`src/hdl/crs_regs.svh`:
```
// register and stack constants for the core register set
`ifndef CRS_REGS_SVH
`define CRS_REGS_SVH
`define CRS_SP_RESET      16'h01FF
`define CRS_SP_FORCED     9'h003
`define CRS_SP_LOW_TOP    7'h7F
`define CRS_SP_LOW_ONE    7'h01
`define CRS_ZERO8         8'h00
`define CRS_ZERO16        16'h0000
`define CRS_CALL_BYTES    3'h2
`define CRS_INT_BYTES     3'h5
`define CRS_STEP_ONE      3'h1
`define CRS_STEP_ZERO     3'h0
`define CRS_SLOT_PCL      3'h0
`define CRS_SLOT_PCH      3'h1
`define CRS_SLOT_X        3'h2
`define CRS_SLOT_A        3'h3
`define CRS_SLOT_CC       3'h4
`endif

```
`src/hdl/crs_pkg.sv`:
```
// types for the core register set
package crs_pkg;
   typedef enum logic [6:0] {
      CRS_OP_NONE    = 7'b000_0001,
      CRS_OP_PUSH    = 7'b000_0010,
      CRS_OP_POP     = 7'b000_0100,
      CRS_OP_CALL    = 7'b000_1000,
      CRS_OP_RET     = 7'b001_0000,
      CRS_OP_INT     = 7'b010_0000,
      CRS_OP_IRET    = 7'b100_0000
   } crs_op_type;
   typedef enum logic [2:0] {
      CRS_ST_IDLE = 3'b001,
      CRS_ST_PUSH = 3'b010,
      CRS_ST_POP  = 3'b100
   } crs_state_type;
   typedef struct packed {
      logic [7:0]  acc;
      logic [7:0]  idx_x;
      logic [7:0]  idx_y;
      logic [7:0]  count_high_byte;
      logic [7:0]  count_low_byte;
      logic [15:0] stack_top_pointer;
   } crs_regs_type;
   typedef struct packed {
      logic        wr;
      logic        rd;
      logic [15:0] addr;
      logic [7:0]  wdata;
   } crs_mem_type;
endpackage

```
`src/hdl/crs_core_regs.sv`:
```
// core register set with stack pointer and stack sequencer
`timescale 1ns/1ps
`default_nettype none
`include "crs_regs.svh"
//////////////////////////////////////////////////////////////////////////////
module crs_core_regs
   import crs_pkg::*;
(
   input  wire logic         ref_clk,
   input  wire logic         rst_n,
   input  wire crs_op_type   stack_op,
   input  wire logic [7:0]   push_data,
   input  wire logic         stack_reinit_op,
   input  wire logic         acc_we,
   input  wire logic [7:0]   acc_wdata,
   input  wire logic         idx_we,
   input  wire logic         prefix_sel,
   input  wire logic [7:0]   idx_wdata,
   input  wire logic         pc_we,
   input  wire logic [15:0]  pc_wdata,
   input  wire logic         sp_low_we,
   input  wire logic [7:0]   sp_low_wdata,
   input  wire logic [7:0]   cc_in,
   input  wire logic [7:0]   mem_rdata,
   output crs_regs_type      regs,
   output logic [7:0]        idx_sel,
   output logic [7:0]        sp_low_byte,
   output crs_mem_type       mem,
   output logic [7:0]        pop_data,
   output logic              pop_valid,
   output logic [7:0]        cc_out,
   output logic              cc_valid,
   output logic              busy
);
   //////////////////////////////////////////////////////////////////////////
   // state
   crs_state_type state;
   crs_state_type next_state;
   logic [2:0]    remain;
   logic [2:0]    next_remain;
   logic [2:0]    slot;
   logic [2:0]    next_slot;
   logic          frame;
   logic          next_frame;
   logic          plain;
   logic          next_plain;
   logic          rq_pend;
   logic          rq_plain;
   logic [2:0]    rq_slot;
   logic          rq_frame;
   logic          rd_pend;
   logic          rd_plain;
   logic [2:0]    rd_slot;
   logic          rd_frame;

   // stack address with forced upper bits
   function automatic logic [15:0] sp_form(input logic [6:0] low);
      sp_form = {`CRS_SP_FORCED, low};
   endfunction

   //////////////////////////////////////////////////////////////////////////
   // decode of requested operation
   wire logic       op_push  = (stack_op == CRS_OP_PUSH)
                               || (stack_op == CRS_OP_CALL)
                               || (stack_op == CRS_OP_INT);
   wire logic       op_pop   = (stack_op == CRS_OP_POP)
                               || (stack_op == CRS_OP_RET)
                               || (stack_op == CRS_OP_IRET);
   wire logic       op_frame = (stack_op == CRS_OP_INT)
                               || (stack_op == CRS_OP_IRET);
   wire logic [2:0] op_len   =
      op_frame ? `CRS_INT_BYTES :
      ((stack_op == CRS_OP_CALL) || (stack_op == CRS_OP_RET))
         ? `CRS_CALL_BYTES : `CRS_STEP_ONE;
   wire logic       start    = (state == CRS_ST_IDLE) && (op_push || op_pop)
                               && !stack_reinit_op;
   wire logic [6:0] sp_low   = regs.stack_top_pointer[6:0];
   // wrap within seven bits, no overflow flag
   wire logic [6:0] sp_dec   = sp_low - `CRS_SP_LOW_ONE;
   wire logic [6:0] sp_inc   = sp_low + `CRS_SP_LOW_ONE;
   wire logic       in_push  = (state == CRS_ST_PUSH);
   wire logic       in_pop   = (state == CRS_ST_POP);
   wire logic       last     = (remain == `CRS_STEP_ONE);

   // byte sent on push: frame order pcl, pch, x, a, cc
   wire logic [7:0] push_byte =
      !frame ? ((slot == `CRS_SLOT_PCL) && (remain != `CRS_STEP_ONE)
                || (remain == `CRS_CALL_BYTES)
                ? regs.count_low_byte
                : (slot == `CRS_SLOT_PCH) ? regs.count_high_byte
                : push_data) :
      (slot == `CRS_SLOT_PCL) ? regs.count_low_byte :
      (slot == `CRS_SLOT_PCH) ? regs.count_high_byte :
      (slot == `CRS_SLOT_X)   ? regs.idx_x :
      (slot == `CRS_SLOT_A)   ? regs.acc : cc_in;

   //////////////////////////////////////////////////////////////////////////
   // sequencer next state
   always_comb begin
      next_state  = state;
      next_remain = remain;
      next_slot   = slot;
      next_frame  = frame;
      next_plain  = plain;
      case (state)
         CRS_ST_IDLE: begin
            if (start) begin
               next_remain = op_len;
               next_frame  = op_frame;
               // single-byte push or pop touches no core register
               next_plain  = (op_len == `CRS_STEP_ONE);
               // pop frames start from the innermost slot
               next_slot   = op_pop ? op_len - `CRS_STEP_ONE
                                    : `CRS_SLOT_PCL;
               next_state  = op_push ? CRS_ST_PUSH : CRS_ST_POP;
            end
         end
         CRS_ST_PUSH: begin
            next_slot   = slot + `CRS_STEP_ONE;
            next_remain = remain - `CRS_STEP_ONE;
            if (last) begin
               next_state = CRS_ST_IDLE;
            end
         end
         CRS_ST_POP: begin
            next_slot   = slot - `CRS_STEP_ONE;
            next_remain = remain - `CRS_STEP_ONE;
            if (last) begin
               next_state = CRS_ST_IDLE;
            end
         end
         default: begin
            next_state  = CRS_ST_IDLE;
            next_remain = `CRS_STEP_ZERO;
            next_slot   = `CRS_STEP_ZERO;
            next_frame  = 1'b0;
            next_plain  = 1'b0;
         end
      endcase
   end

   //////////////////////////////////////////////////////////////////////////
   // sequencer registers
   always_ff @(posedge ref_clk) begin
      if (!rst_n) begin
         state  <= CRS_ST_IDLE;
         remain <= `CRS_STEP_ZERO;
         slot   <= `CRS_STEP_ZERO;
         frame  <= 1'b0;
         plain  <= 1'b0;
      end else begin
         state  <= next_state;
         remain <= next_remain;
         slot   <= next_slot;
         frame  <= next_frame;
         plain  <= next_plain;
      end
   end

   //////////////////////////////////////////////////////////////////////////
   // stack pointer: write at pointer then decrement, increment then read
   always_ff @(posedge ref_clk) begin
      if (!rst_n) begin
         regs.stack_top_pointer <= `CRS_SP_RESET;
      end else if (stack_reinit_op) begin
         regs.stack_top_pointer <= `CRS_SP_RESET;
      end else if (in_push) begin
         regs.stack_top_pointer <= sp_form(sp_dec);
      end else if (in_pop) begin
         regs.stack_top_pointer <= sp_form(sp_inc);
      end else if (sp_low_we) begin
         regs.stack_top_pointer <= sp_form(sp_low_wdata[6:0]);
      end
   end

   //////////////////////////////////////////////////////////////////////////
   // memory strobes; push address is the free slot itself
   always_ff @(posedge ref_clk) begin
      if (!rst_n) begin
         mem <= '0;
      end else begin
         mem.wr    <= in_push;
         mem.rd    <= in_pop;
         mem.addr  <= in_push ? sp_form(sp_low)
                    : in_pop  ? sp_form(sp_inc) : `CRS_ZERO16;
         mem.wdata <= in_push ? push_byte : `CRS_ZERO8;
      end
   end

   //////////////////////////////////////////////////////////////////////////
   // read tracking: data returns the cycle after mem.rd, so the slot
   // travels two stages to meet it; plain pops load no register
   always_ff @(posedge ref_clk) begin
      if (!rst_n) begin
         rq_pend  <= 1'b0;
         rq_plain <= 1'b0;
         rq_slot  <= `CRS_STEP_ZERO;
         rq_frame <= 1'b0;
         rd_pend  <= 1'b0;
         rd_plain <= 1'b0;
         rd_slot  <= `CRS_STEP_ZERO;
         rd_frame <= 1'b0;
      end else begin
         rq_pend  <= in_pop && !plain;
         rq_plain <= in_pop && plain;
         rq_slot  <= slot;
         rq_frame <= frame;
         rd_pend  <= rq_pend;
         rd_plain <= rq_plain;
         rd_slot  <= rq_slot;
         rd_frame <= rq_frame;
      end
   end

   wire logic rd_ret   = rd_pend;
   wire logic ld_pcl   = rd_ret && (rd_slot == `CRS_SLOT_PCL);
   wire logic ld_pch   = rd_ret && (rd_slot == `CRS_SLOT_PCH);
   wire logic ld_x     = rd_ret && rd_frame && (rd_slot == `CRS_SLOT_X);
   wire logic ld_a     = rd_ret && rd_frame && (rd_slot == `CRS_SLOT_A);
   wire logic ld_cc    = rd_ret && rd_frame && (rd_slot == `CRS_SLOT_CC);

   //////////////////////////////////////////////////////////////////////////
   // accumulator and index registers, y never in a frame
   always_ff @(posedge ref_clk) begin
      if (!rst_n) begin
         regs.acc   <= `CRS_ZERO8;
         regs.idx_x <= `CRS_ZERO8;
         regs.idx_y <= `CRS_ZERO8;
      end else begin
         if (ld_a) begin
            regs.acc <= mem_rdata;
         end else if (acc_we) begin
            regs.acc <= acc_wdata;
         end
         if (ld_x) begin
            regs.idx_x <= mem_rdata;
         end else if (idx_we && !prefix_sel) begin
            regs.idx_x <= idx_wdata;
         end
         if (idx_we && prefix_sel) begin
            regs.idx_y <= idx_wdata;
         end
      end
   end

   //////////////////////////////////////////////////////////////////////////
   // program counter halves
   always_ff @(posedge ref_clk) begin
      if (!rst_n) begin
         regs.count_high_byte <= `CRS_ZERO8;
         regs.count_low_byte  <= `CRS_ZERO8;
      end else begin
         if (ld_pch) begin
            regs.count_high_byte <= mem_rdata;
         end else if (pc_we) begin
            regs.count_high_byte <= pc_wdata[15:8];
         end
         if (ld_pcl) begin
            regs.count_low_byte <= mem_rdata;
         end else if (pc_we) begin
            regs.count_low_byte <= pc_wdata[7:0];
         end
      end
   end

   //////////////////////////////////////////////////////////////////////////
   // side outputs, all registered
   always_ff @(posedge ref_clk) begin
      if (!rst_n) begin
         idx_sel     <= `CRS_ZERO8;
         sp_low_byte <= `CRS_ZERO8;
         pop_data    <= `CRS_ZERO8;
         pop_valid   <= 1'b0;
         cc_out      <= `CRS_ZERO8;
         cc_valid    <= 1'b0;
         busy        <= 1'b0;
      end else begin
         idx_sel     <= prefix_sel ? regs.idx_y : regs.idx_x;
         sp_low_byte <= regs.stack_top_pointer[7:0];
         pop_data    <= rd_plain ? mem_rdata : pop_data;
         pop_valid   <= rd_plain;
         cc_out      <= ld_cc ? mem_rdata : cc_out;
         cc_valid    <= ld_cc;
         busy        <= (next_state != CRS_ST_IDLE);
      end
   end
endmodule
`default_nettype wire

```
`config.mk`:
```
export PLATFORM = sky130hd
export DESIGN_NAME = crs_core_regs
export DESIGN_NICKNAME = d
export VERILOG_FILES = /design/src/hdl/crs_pkg.sv /design/src/hdl/crs_core_regs.sv
export VERILOG_INCLUDE_DIRS = /design/src /design/src/hdl
export SDC_FILE = /design/constraint.sdc
export NUM_CORES = 1
export LEC_CHECK = 0
export BUFFER_PORTS_ARGS = -buffer_cell sky130_fd_sc_hd__buf_2
export CORE_ASPECT_RATIO = 1.5
export CORE_MARGIN = 5
export CORE_UTILIZATION = 45
export CTS_BUF_LIST = sky130_fd_sc_hd__clkbuf_4 sky130_fd_sc_hd__clkbuf_8 sky130_fd_sc_hd__clkbuf_16
export DETAILED_ROUTE_END_ITERATION = 8
export PLACE_DENSITY_LB_ADDON = 0.08
export SYNTH_ARGS = -nofsm -noshare
export SYNTH_HDL_FRONTEND = slang
export SYNTH_SLANG_ARGS = --single-unit
```
`constraint.sdc`:
```
create_clock -name ref_clk -period 2.6 [get_ports ref_clk]
set_input_delay 0.39 -clock ref_clk [delete_from_list [all_inputs] [get_ports ref_clk]]
set_output_delay 0.39 -clock ref_clk [all_outputs]
set_load 0.03 [all_outputs]
```
* Word level (Yosys, flattened, before mapping) *
Index checks and enable logic that the tools add are counted.

word-level totals
  bits in latches = 0
  bits in writable memories = 0
  input port bits = 79
  memories kept = 0
  flip-flop bits (word level) = 131
  ROM bits = 0
  output and inout bits = 117
  logic and storage cells = 133

cells by class
  reductions and logical operators = 36
  shift-type cells = 0
  $mul = 0
  div/mod/pow operators = 0
  multiplexer cells = 36
  bitwise logic cells = 2
  $add $sub $neg = 6
  order comparisons = 0
  eq/ne operators = 22

operator list
  cell                 count
  $mux 8               16
  $mux 3               7
  $mux 7               3
  $eq 3x2->1 const B   6
  $mux 9               2
  $eq 3x1->1 const B   5
  $logic_and 1x1->1    13
  $pmux 3 s2           2
  $pmux 3 s3           1
  $sub 3x1->3 const B  3
  $logic_or 1x1->1     8
  $reduce_bool 2->1    4
  $add 7x1->7 const B  1
  $eq 7x2->1 const B   1
  $eq 7x3->1 const B   1
  $eq 7x4->1 const B   1
  $eq 7x5->1 const B   1
  $eq 7x6->1 const B   1
  $eq 7x7->1 const B   1
  $sub 7x1->7 const B  1
  $eq 3x3->1 const B   2
  $logic_not 3->1      2
  $ne 3x1->1 const B   2
  $reduce_or 2->1      3
  other kinds (9)      15

* Depth between registers and ports, before layout *
Gate-level depths: netlist of the first run.

  depth in word-level cells = 9
  mapped depth = 9
  gate-level depth less buffers = 7

* Worst setup path after synthesis of the first run *
OpenSTA, ideal clock, no wires.

  kind = register to register
  start point = register regs[0] (netlist name)
  end point = register regs[6] (netlist name)
  data required time = 2.526 ns
  clock period less this slack = 2.129 ns
  setup time = 0.074 ns
  cell stages (with the launch flop) = 9
  slack = 0.471 ns
  arrival = 2.055 ns
  buffers on the path = 1
  cells stage by stage = dfxtp_1 clkbuf_1 inv_1 ha_1 or3b_2 or4_1 a21oi_1 nor2_1 a31oi_1

on the way
  word-level cells in the longest chain between the ends = 3
  elaborated cells between the ends (all ways) = 4
  those cells by class = add/sub: 2; mux: 2

ends and longest elaborated chain
  element                RTL line              RTL
  from (decl)            crs_core_regs.sv:25   output crs_regs_type regs,
  $add 7x1->7 (no line)  n/a
  $mux 7                 crs_core_regs.sv:169  end else if (in_pop) begin
  $mux 7 (*)             crs_core_regs.sv:167  end else if (in_push) begin

Mark *: on every way between the ends. The rest lies on a longest branch, timed or not.
A chain may end at the register's enable or synchronous reset.

* Worst setup path after layout of the first run *
  start point = register state[0]
  end point = register remain[2]

on the way
  word-level cells in the longest chain between the ends = 4
  elaborated cells between the ends (all ways) = 8
  those cells by class = eq/ne: 4; mux: 1; reduce/logical: 3

ends and longest elaborated chain
  element                 RTL line                                   RTL
  from (decl)             crs_core_regs.sv:37                        crs_state_type state;
  from (signal assigned)  crs_core_regs.sv:152                       state <= next_state;
  $eq 3x1->1              crs_core_regs.sv:75, crs_core_regs.sv:105
  $logic_and 1x1->1       crs_core_regs.sv:75                        wire logic start = (state == CRS_ST_IDLE) && (op_push || op_pop)
  $logic_and 1x1->1       crs_core_regs.sv:76                        && !stack_reinit_op;
  $ne 2x2->1 (no line)    n/a
  to (signal assigned)    crs_core_regs.sv:147                       remain <= `CRS_STEP_ZERO;
  to (signal assigned)    crs_core_regs.sv:153                       remain <= next_remain;
  to (decl)               crs_core_regs.sv:39                        logic [2:0] remain;

Several ways; a longest one is shown, not always the timed one.

==> flow_metrics.py, run 1 <==
metrics = {
    "run_status": {
        "status": "completed",
    },
    "timing": {
        "hold_slack_ps": 246.6,
        "setup_violations": 0,
        "slew_headroom_pct": 56.88,
        "layout_min_cycle_time_ps": 2231,
        "drv_slew": 0,
        "fin_skew_ps": 11.58,
        "fmax_ghz": 0.4483,
        "rsz0062_at_grt": "false",
        "final.setup.tns_ps": 0,
        "setup_ws_ps": 369.5,
        "hold_violations": 0,
        "tightest_slew_ps": 644.9,
        "fin_crit_sh_pct": 85.79,
    },
    "setup_path": {
        "reg2reg_slack_ps": 370,
        "max_stage_delay_ps": 510,
        "critPathRequiredTime_ps": 2890,
        "end_kind": "flip-flop",
        "cp_top_family": "simple AND/OR/NAND/NOR gates",
        "arrival_ps": 2520,
        "cpMaxStageDelayCell": "or4_4",
        "crit_chain": "or3b_4, or4_4, o221ai_4, buf_4, o21a_1, o31ai_1",
        "worstSetupPathType": "reg2reg",
        "crit_path_max_fanout": 10,
        "crit_path_start_kind": "flip-flop",
        "critPathBufInv": 1,
    },
    "logic_synthesis": {
        "synth.avg_cell_area_um2": 8.783,
        "synth_top_cell_by_area": "dfxtp_1",
        "seq_area_frac_synth_pct": 42.74,
        "synthCells": 656,
        "yosys_warnings": 0,
        "syn-cell-area_mm2": 0.005762,
        "synth_edf_count": 0,
        "yosys.area.top_type_share_pct": 42.74,
        "synth_seq_cells": 123,
        "synth_cell_types": 62,
        "ys.flop_type": "dfxtp_1",
        "synth_async_sr_flop_share_pct": 0,
        "synth_area_leaders": "dfxtp_1 43%, mux2i_1 12%, nor2_1 6.6%",
    },
    "drt": {
        "drt_iter0_drc": 192,
        "drc": 0,
        "ant_nets": 0,
        "post_drt_wl_per_cell_um": 17.41,
        "first_pass_iters": 5,
        "vias": 5291,
        "wl_mm": 17.13,
        "viasPerCell": 5.377,
    },
    "clock_network": {
        "cts_hold_buf": 0,
        "tritoncts": "done",
        "cts.sinks": 123,
        "cts_setup_buffers": 0,
        "clk_path_buf_depth": 2,
        "cts_resized": 0,
        "insertion_delay_ps": 410,
        "cts_max_level": 4,
        "clock_tree.root_cell": "clkbuf_16",
        "cts_buffers": 17,
        "clk_pin_slew_ps": 60,
    },
    "floorplanning": {
        "pin_count": 196,
        "core_area_mm2": 0.01251,
        "initial_core_util_pct": 46.05,
        "dieWidth_um": 102.4,
        "dieArea_mm2": 0.01521,
        "die_y_um": 148.6,
        "num_rows": 50,
    },
    "power_and_ir_drop": {
        "power.density_mw_per_mm2": 688.0,
        "total_leakage_power_nw": 3.332,
        "switchingPower_w": 0.001244,
        "power.total_w": 0.005032,
        "seqPwrFrac_pct": 39.6,
        "ir_worst_vdd_mv": 0.5983,
        "p_int_w": 0.003789,
        "combinationalPowerShare_pct": 10.7,
        "p_sw_share_pct": 24.71,
        "clockPowerShare_pct": 49.7,
    },
    "global_route": {
        "first_global_vias": 5210,
        "grt-ovfl-total": 0,
        "grt_pass1_wl_mm": 26.44,
        "grt_max_degree": 42,
        "grtUsageTotal_pct": 22.29,
        "antenna_found_initial": 0,
    },
    "cells_and_area": {
        "area_delta_synth_final_pct": 26.95,
        "nets": 905,
        "fillers": 1181,
        "drive_gt1_share_pct": 29.11,
        "final_area_mm2": 0.007315,
        "num_antenna_cells": 0,
    },
    "placement": {
        "dp_hpwl_mm": 12.66,
        "gp_congestion": 0.8611,
        "dpl_cell_area_mm2": 0.006684,
        "io_buffers": 178,
        "pre_cts_slack_ps": 385.0,
    },
    "flow_run": {
        "drv_cap": 0,
    },
    "worst_hold_path": {
        "worst_hold_path_type": "in2reg",
    },
}
==> per-stage QoR <==
stage | util (%) | instances
2_1_floorplan | - | 670
3_3_place_gp | 53.42 | 952
3_5_place_dp | 53.42 | 952
4_1_cts | 58.46 | 984
5_1_grt | 58.46 | 984
6_report | 58.46 | 984
==> final timing paths <==
check	startpoint	to	cells after the start
hold reg to reg	rq_plain	rd_plain	1
setup / recovery	state[0]	remain[2]	6
hold / removal	idx_wdata[3]	regs[35]	3
setup reg to reg	state[0]	remain[2]	6
==> power groups by stage <==
stage	registers [W]	clock network [W]	logic, W
2_1_floorplan	0.00212	0	0.000269
3_3_place_gp	0.00203	0	0.000528
3_5_place_dp	0.00203	0	0.000534
4_1_cts	0.00199	0.00254	0.000537
5_1_grt	0.00200	0.00264	0.000579
6_report	0.00199	0.00250	0.000537
==> Yosys cell counts (all sizes together), types with 15 or more instances <==
cell type / instances
dfxtp: 123
nor2: 103
mux2i: 67
nand2: 58
clkbuf: 39
a21oi: 37
a211oi: 34
buf: 27
o21ai: 18
and2: 16
nand3: 15
==> logic make-up (layout without fill, tap and decap cells) <==
family	after synthesis	in the layout	share of synthesized area, %
xor gates and xnor gates	7	7	1.064
buffers and inverters	79	237	6.645
DFF	123	123	42.74
adders and majority gates	11	11	2.389
AOI/OAI and AO/OA	139	139	17.11
other	2	16	0.1303
and+or+nand+nor	227	227	18.02
muxes	68	68	11.90
==> registers in the layout, summed over array words and instances, names as in the netlist, 8 cells and up <==
signal,flops
regs,47
pop_data,8
cc_out,8
mem,18
idx_sel,8
sp_low_byte,8
==> cell type report <==
| type | count | area (um2) | area share, % |
|---|---|---|---|
| well taps | 156 | 195.2 | 2.668 |
| clock buffers | 20 | 460.4 | 6.295 |
| inverters | 13 | 48.80 | 0.6671 |
| repair buffers | 192 | 996.0 | 13.62 |
| clock inverters | 12 | 170.2 | 2.326 |
| flip-flops and latches | 123 | 2462 | 33.66 |
| multi-input cells | 468 | 2982 | 40.76 |
==> placed cells by master (no fill, tap or decap), types with 16 or more instances in the layout <==
cell type and instances:
buf_2 178, a211oi_1 33, and2_1 16, a21oi_1 37, dfxtp_1 123, clkbuf_16 17, o21ai_0 17, nor2_1 101
conb_1 16, nand2_1 57, mux2i_1 67
==> metal layers <==
metal	GRT usage [%]	routed length, um
met1	24.75	6557
met2	40.72	9132
met3	5.068	1099
met4	7.879	345
met5	0	0
==> worst reg2reg max path, stage by stage, from the launching register on <==
cell	delay (ps)
dfxtp_1	490
or3b_4	450
or4_4	510
o221ai_4	230
buf_4	220
o21a_1	140
o31ai_1	60
(Power assumes the default switching activity.)
==> inputs of run 2 (changes only) <==
--- a/config.mk
+++ b/config.mk
@@ -12,6 +12,7 @@
 export CORE_UTILIZATION = 45
 export CTS_BUF_LIST = sky130_fd_sc_hd__clkbuf_4 sky130_fd_sc_hd__clkbuf_8 sky130_fd_sc_hd__clkbuf_16
 export DETAILED_ROUTE_END_ITERATION = 8
+export GPL_TIMING_DRIVEN = 0
 export PLACE_DENSITY_LB_ADDON = 0.08
 export SYNTH_ARGS = -nofsm -noshare
 export SYNTH_HDL_FRONTEND = slang
==> flow_metrics.py, run 2 (synthesized netlist as in run 1, its figures left out) <==
metrics = {
    "run_status": {
        "status": "completed",
    },
    "drt": {
        "viasPerCell": 5.464,
        "first_pass_iters": 5,
        "wl_mm": 18.38,
        "drc": 0,
        "ant_nets": 0,
        "post_drt_wl_per_cell_um": 17.83,
        "drt_iter0_drc": 192,
        "vias": 5633,
    },
    "cells_and_area": {
        "largest_reg_flops": 47,
        "drive_gt1_share_pct": 27.77,
        "nets": 953,
        "num_antenna_cells": 0,
        "area_delta_synth_final_pct": 30.60,
        "regMostFlops": "regs",
        "reg_top3": "regs: 47 flops, mem: 18 flops",
        "final_common_cell": "buf_2",
        "final_util_pct": 60.14,
        "layout_common_cells": "177 x buf_2, 123 x dfxtp_1, 101 x nor2_1",
    },
    "clock_network": {
        "clk_pin_slew_ps": 50,
        "cts_max_level": 4,
        "cts.sinks": 123,
        "clk_path_buf_depth": 2,
        "cts_buffers": 17,
        "tritoncts": "done",
        "insertion_delay_ps": 410,
        "cts_hold_buf": 0,
        "clock_tree.root_cell": "clkbuf_16",
    },
    "power_and_ir_drop": {
        "ir_worst_vdd_mv": 0.4352,
        "power.density_mw_per_mm2": 677.5,
        "power.total_w": 0.005098,
        "total_leakage_power_nw": 3.422,
    },
    "global_route": {
        "antenna_found_initial": 0,
        "grtUsageTotal_pct": 23.62,
        "grt_max_degree": 17,
        "grt_pass1_wl_mm": 28.10,
        "grt-ovfl-total": 0,
        "first_global_vias": 5534,
    },
    "timing": {
        "final.setup.tns_ps": 0,
        "rsz0062_at_grt": "false",
        "setup_ws_ps": 274.6,
        "drv_slew": 0,
        "tightest_slew_ps": 1267,
        "fin_skew_ps": 7.096,
        "fin_crit_sh_pct": 89.44,
        "fmax_ghz": 0.4300,
        "hold_violations": 0,
        "layout_min_cycle_time_ps": 2325,
        "slew_headroom_pct": 14.31,
        "setup_violations": 0,
    },
    "floorplanning": {
        "dieWidth_um": 102.4,
        "dieArea_mm2": 0.01521,
        "core_area_mm2": 0.01251,
        "num_rows": 50,
        "pin_count": 196,
        "die_y_um": 148.6,
        "initial_core_util_pct": 46.05,
    },
    "setup_path": {
        "max_stage_delay_ps": 720,
        "r2r_cells": 6,
        "arrival_ps": 2660,
        "end_kind": "flip-flop",
        "crit_path_start_kind": "flip-flop",
        "r2r_start": "state[0]",
        "crit_path_max_fanout": 10,
        "crit_end": "mem[14]",
        "critPathRequiredTime_ps": 2940,
        "worstSetupPathType": "reg2reg",
        "r2r-end": "mem[14]",
        "crit_chain": "buf_4, nor3b_1, clkbuf_1, nand4_1, or2_2, a21oi_1",
        "reg2reg_slack_ps": 270,
        "cpMaxStageDelayCell": "nor3b_1",
        "critPathLaunch": "state[0]",
    },
    "placement": {
        "pre_cts_slack_ps": 130.3,
        "dp_hpwl_mm": 14.05,
        "io_buffers": 174,
        "gp_congestion": 0.8608,
    },
    "worst_hold_path": {
        "worst_hold_path_type": "in2reg",
    },
    "flow_run": {
        "drv_cap": 0,
    },
}
run 2: power by group:
part | switching, W | total, W | internal [W]
Clock | 0.000850 | 0.00254 | 0.00169
Sequential | 0.0000467 | 0.00199 | 0.00194
Combinational | 0.000366 | 0.000572 | 0.000206
Total | 0.00126 | 0.00510 | 0.00383
run 2: how the worst min path moves through the flow:
stage,startpoint,to,cells past startpoint
global placement,rq_slot[2],rd_slot[2],1
finish,rst_n,sp_low_byte[7],1
global route,rst_n,sp_low_byte[7],1
detailed placement,rq_pend,rd_pend,1
floorplan,plain,rq_pend,1
CTS,rst_n,sp_low_byte[7],1
run 2: layer usage:
| layer | vias up | wire (um) | global-route usage, % |
|---|---|---|---|
| met4 | 0 | 567 | 9.783 |
| met5 | - | 0 | 0 |
| li1 | 2692 | - | - |
| met3 | 37 | 1308 | 5.162 |
| met1 | 2654 | 6699 | 25.70 |
| met2 | 250 | 9804 | 43.16 |
run 2: cell type report:
class | count | area [um2]
Tap cell | 156 | 195.2
Sequential cell | 123 | 2462
Timing Repair Buffer | 174 | 870.8
Multi-Input combinational cell | 468 | 2975
Clock buffer | 21 | 474.2
Fill cell | 1183 | 4987
Inverter | 13 | 48.80
Buffer | 66 | 334.1
Clock inverter | 10 | 163.9
run 2: worst max-delay path, delay by kind of cell, from the launching register on:
kind / cells / cell delay, ps
simple gates: 3 / 1200
buf+inv: 2 / 620
flops: 1 / 290
compound gates: 1 / 120
run 2: repair_timing:
action	CTS	global route
endpoints found under the hold margin	0	0
setup buffers	0	0
resized for setup	0	1
setup endpoints to repair	0	2
run 2: metrics by stage:
step           instances  instance area [um2]  hold WS [ps]
6_report            1031                 7525         172.3
5_1_grt             1031                 7525         172.4
4_1_cts             1031                 7518         147.7
3_5_place_dp        1000                 6880         419.9
3_3_place_gp        1000                 6880         415.7
2_1_floorplan        670                 5814         406.4
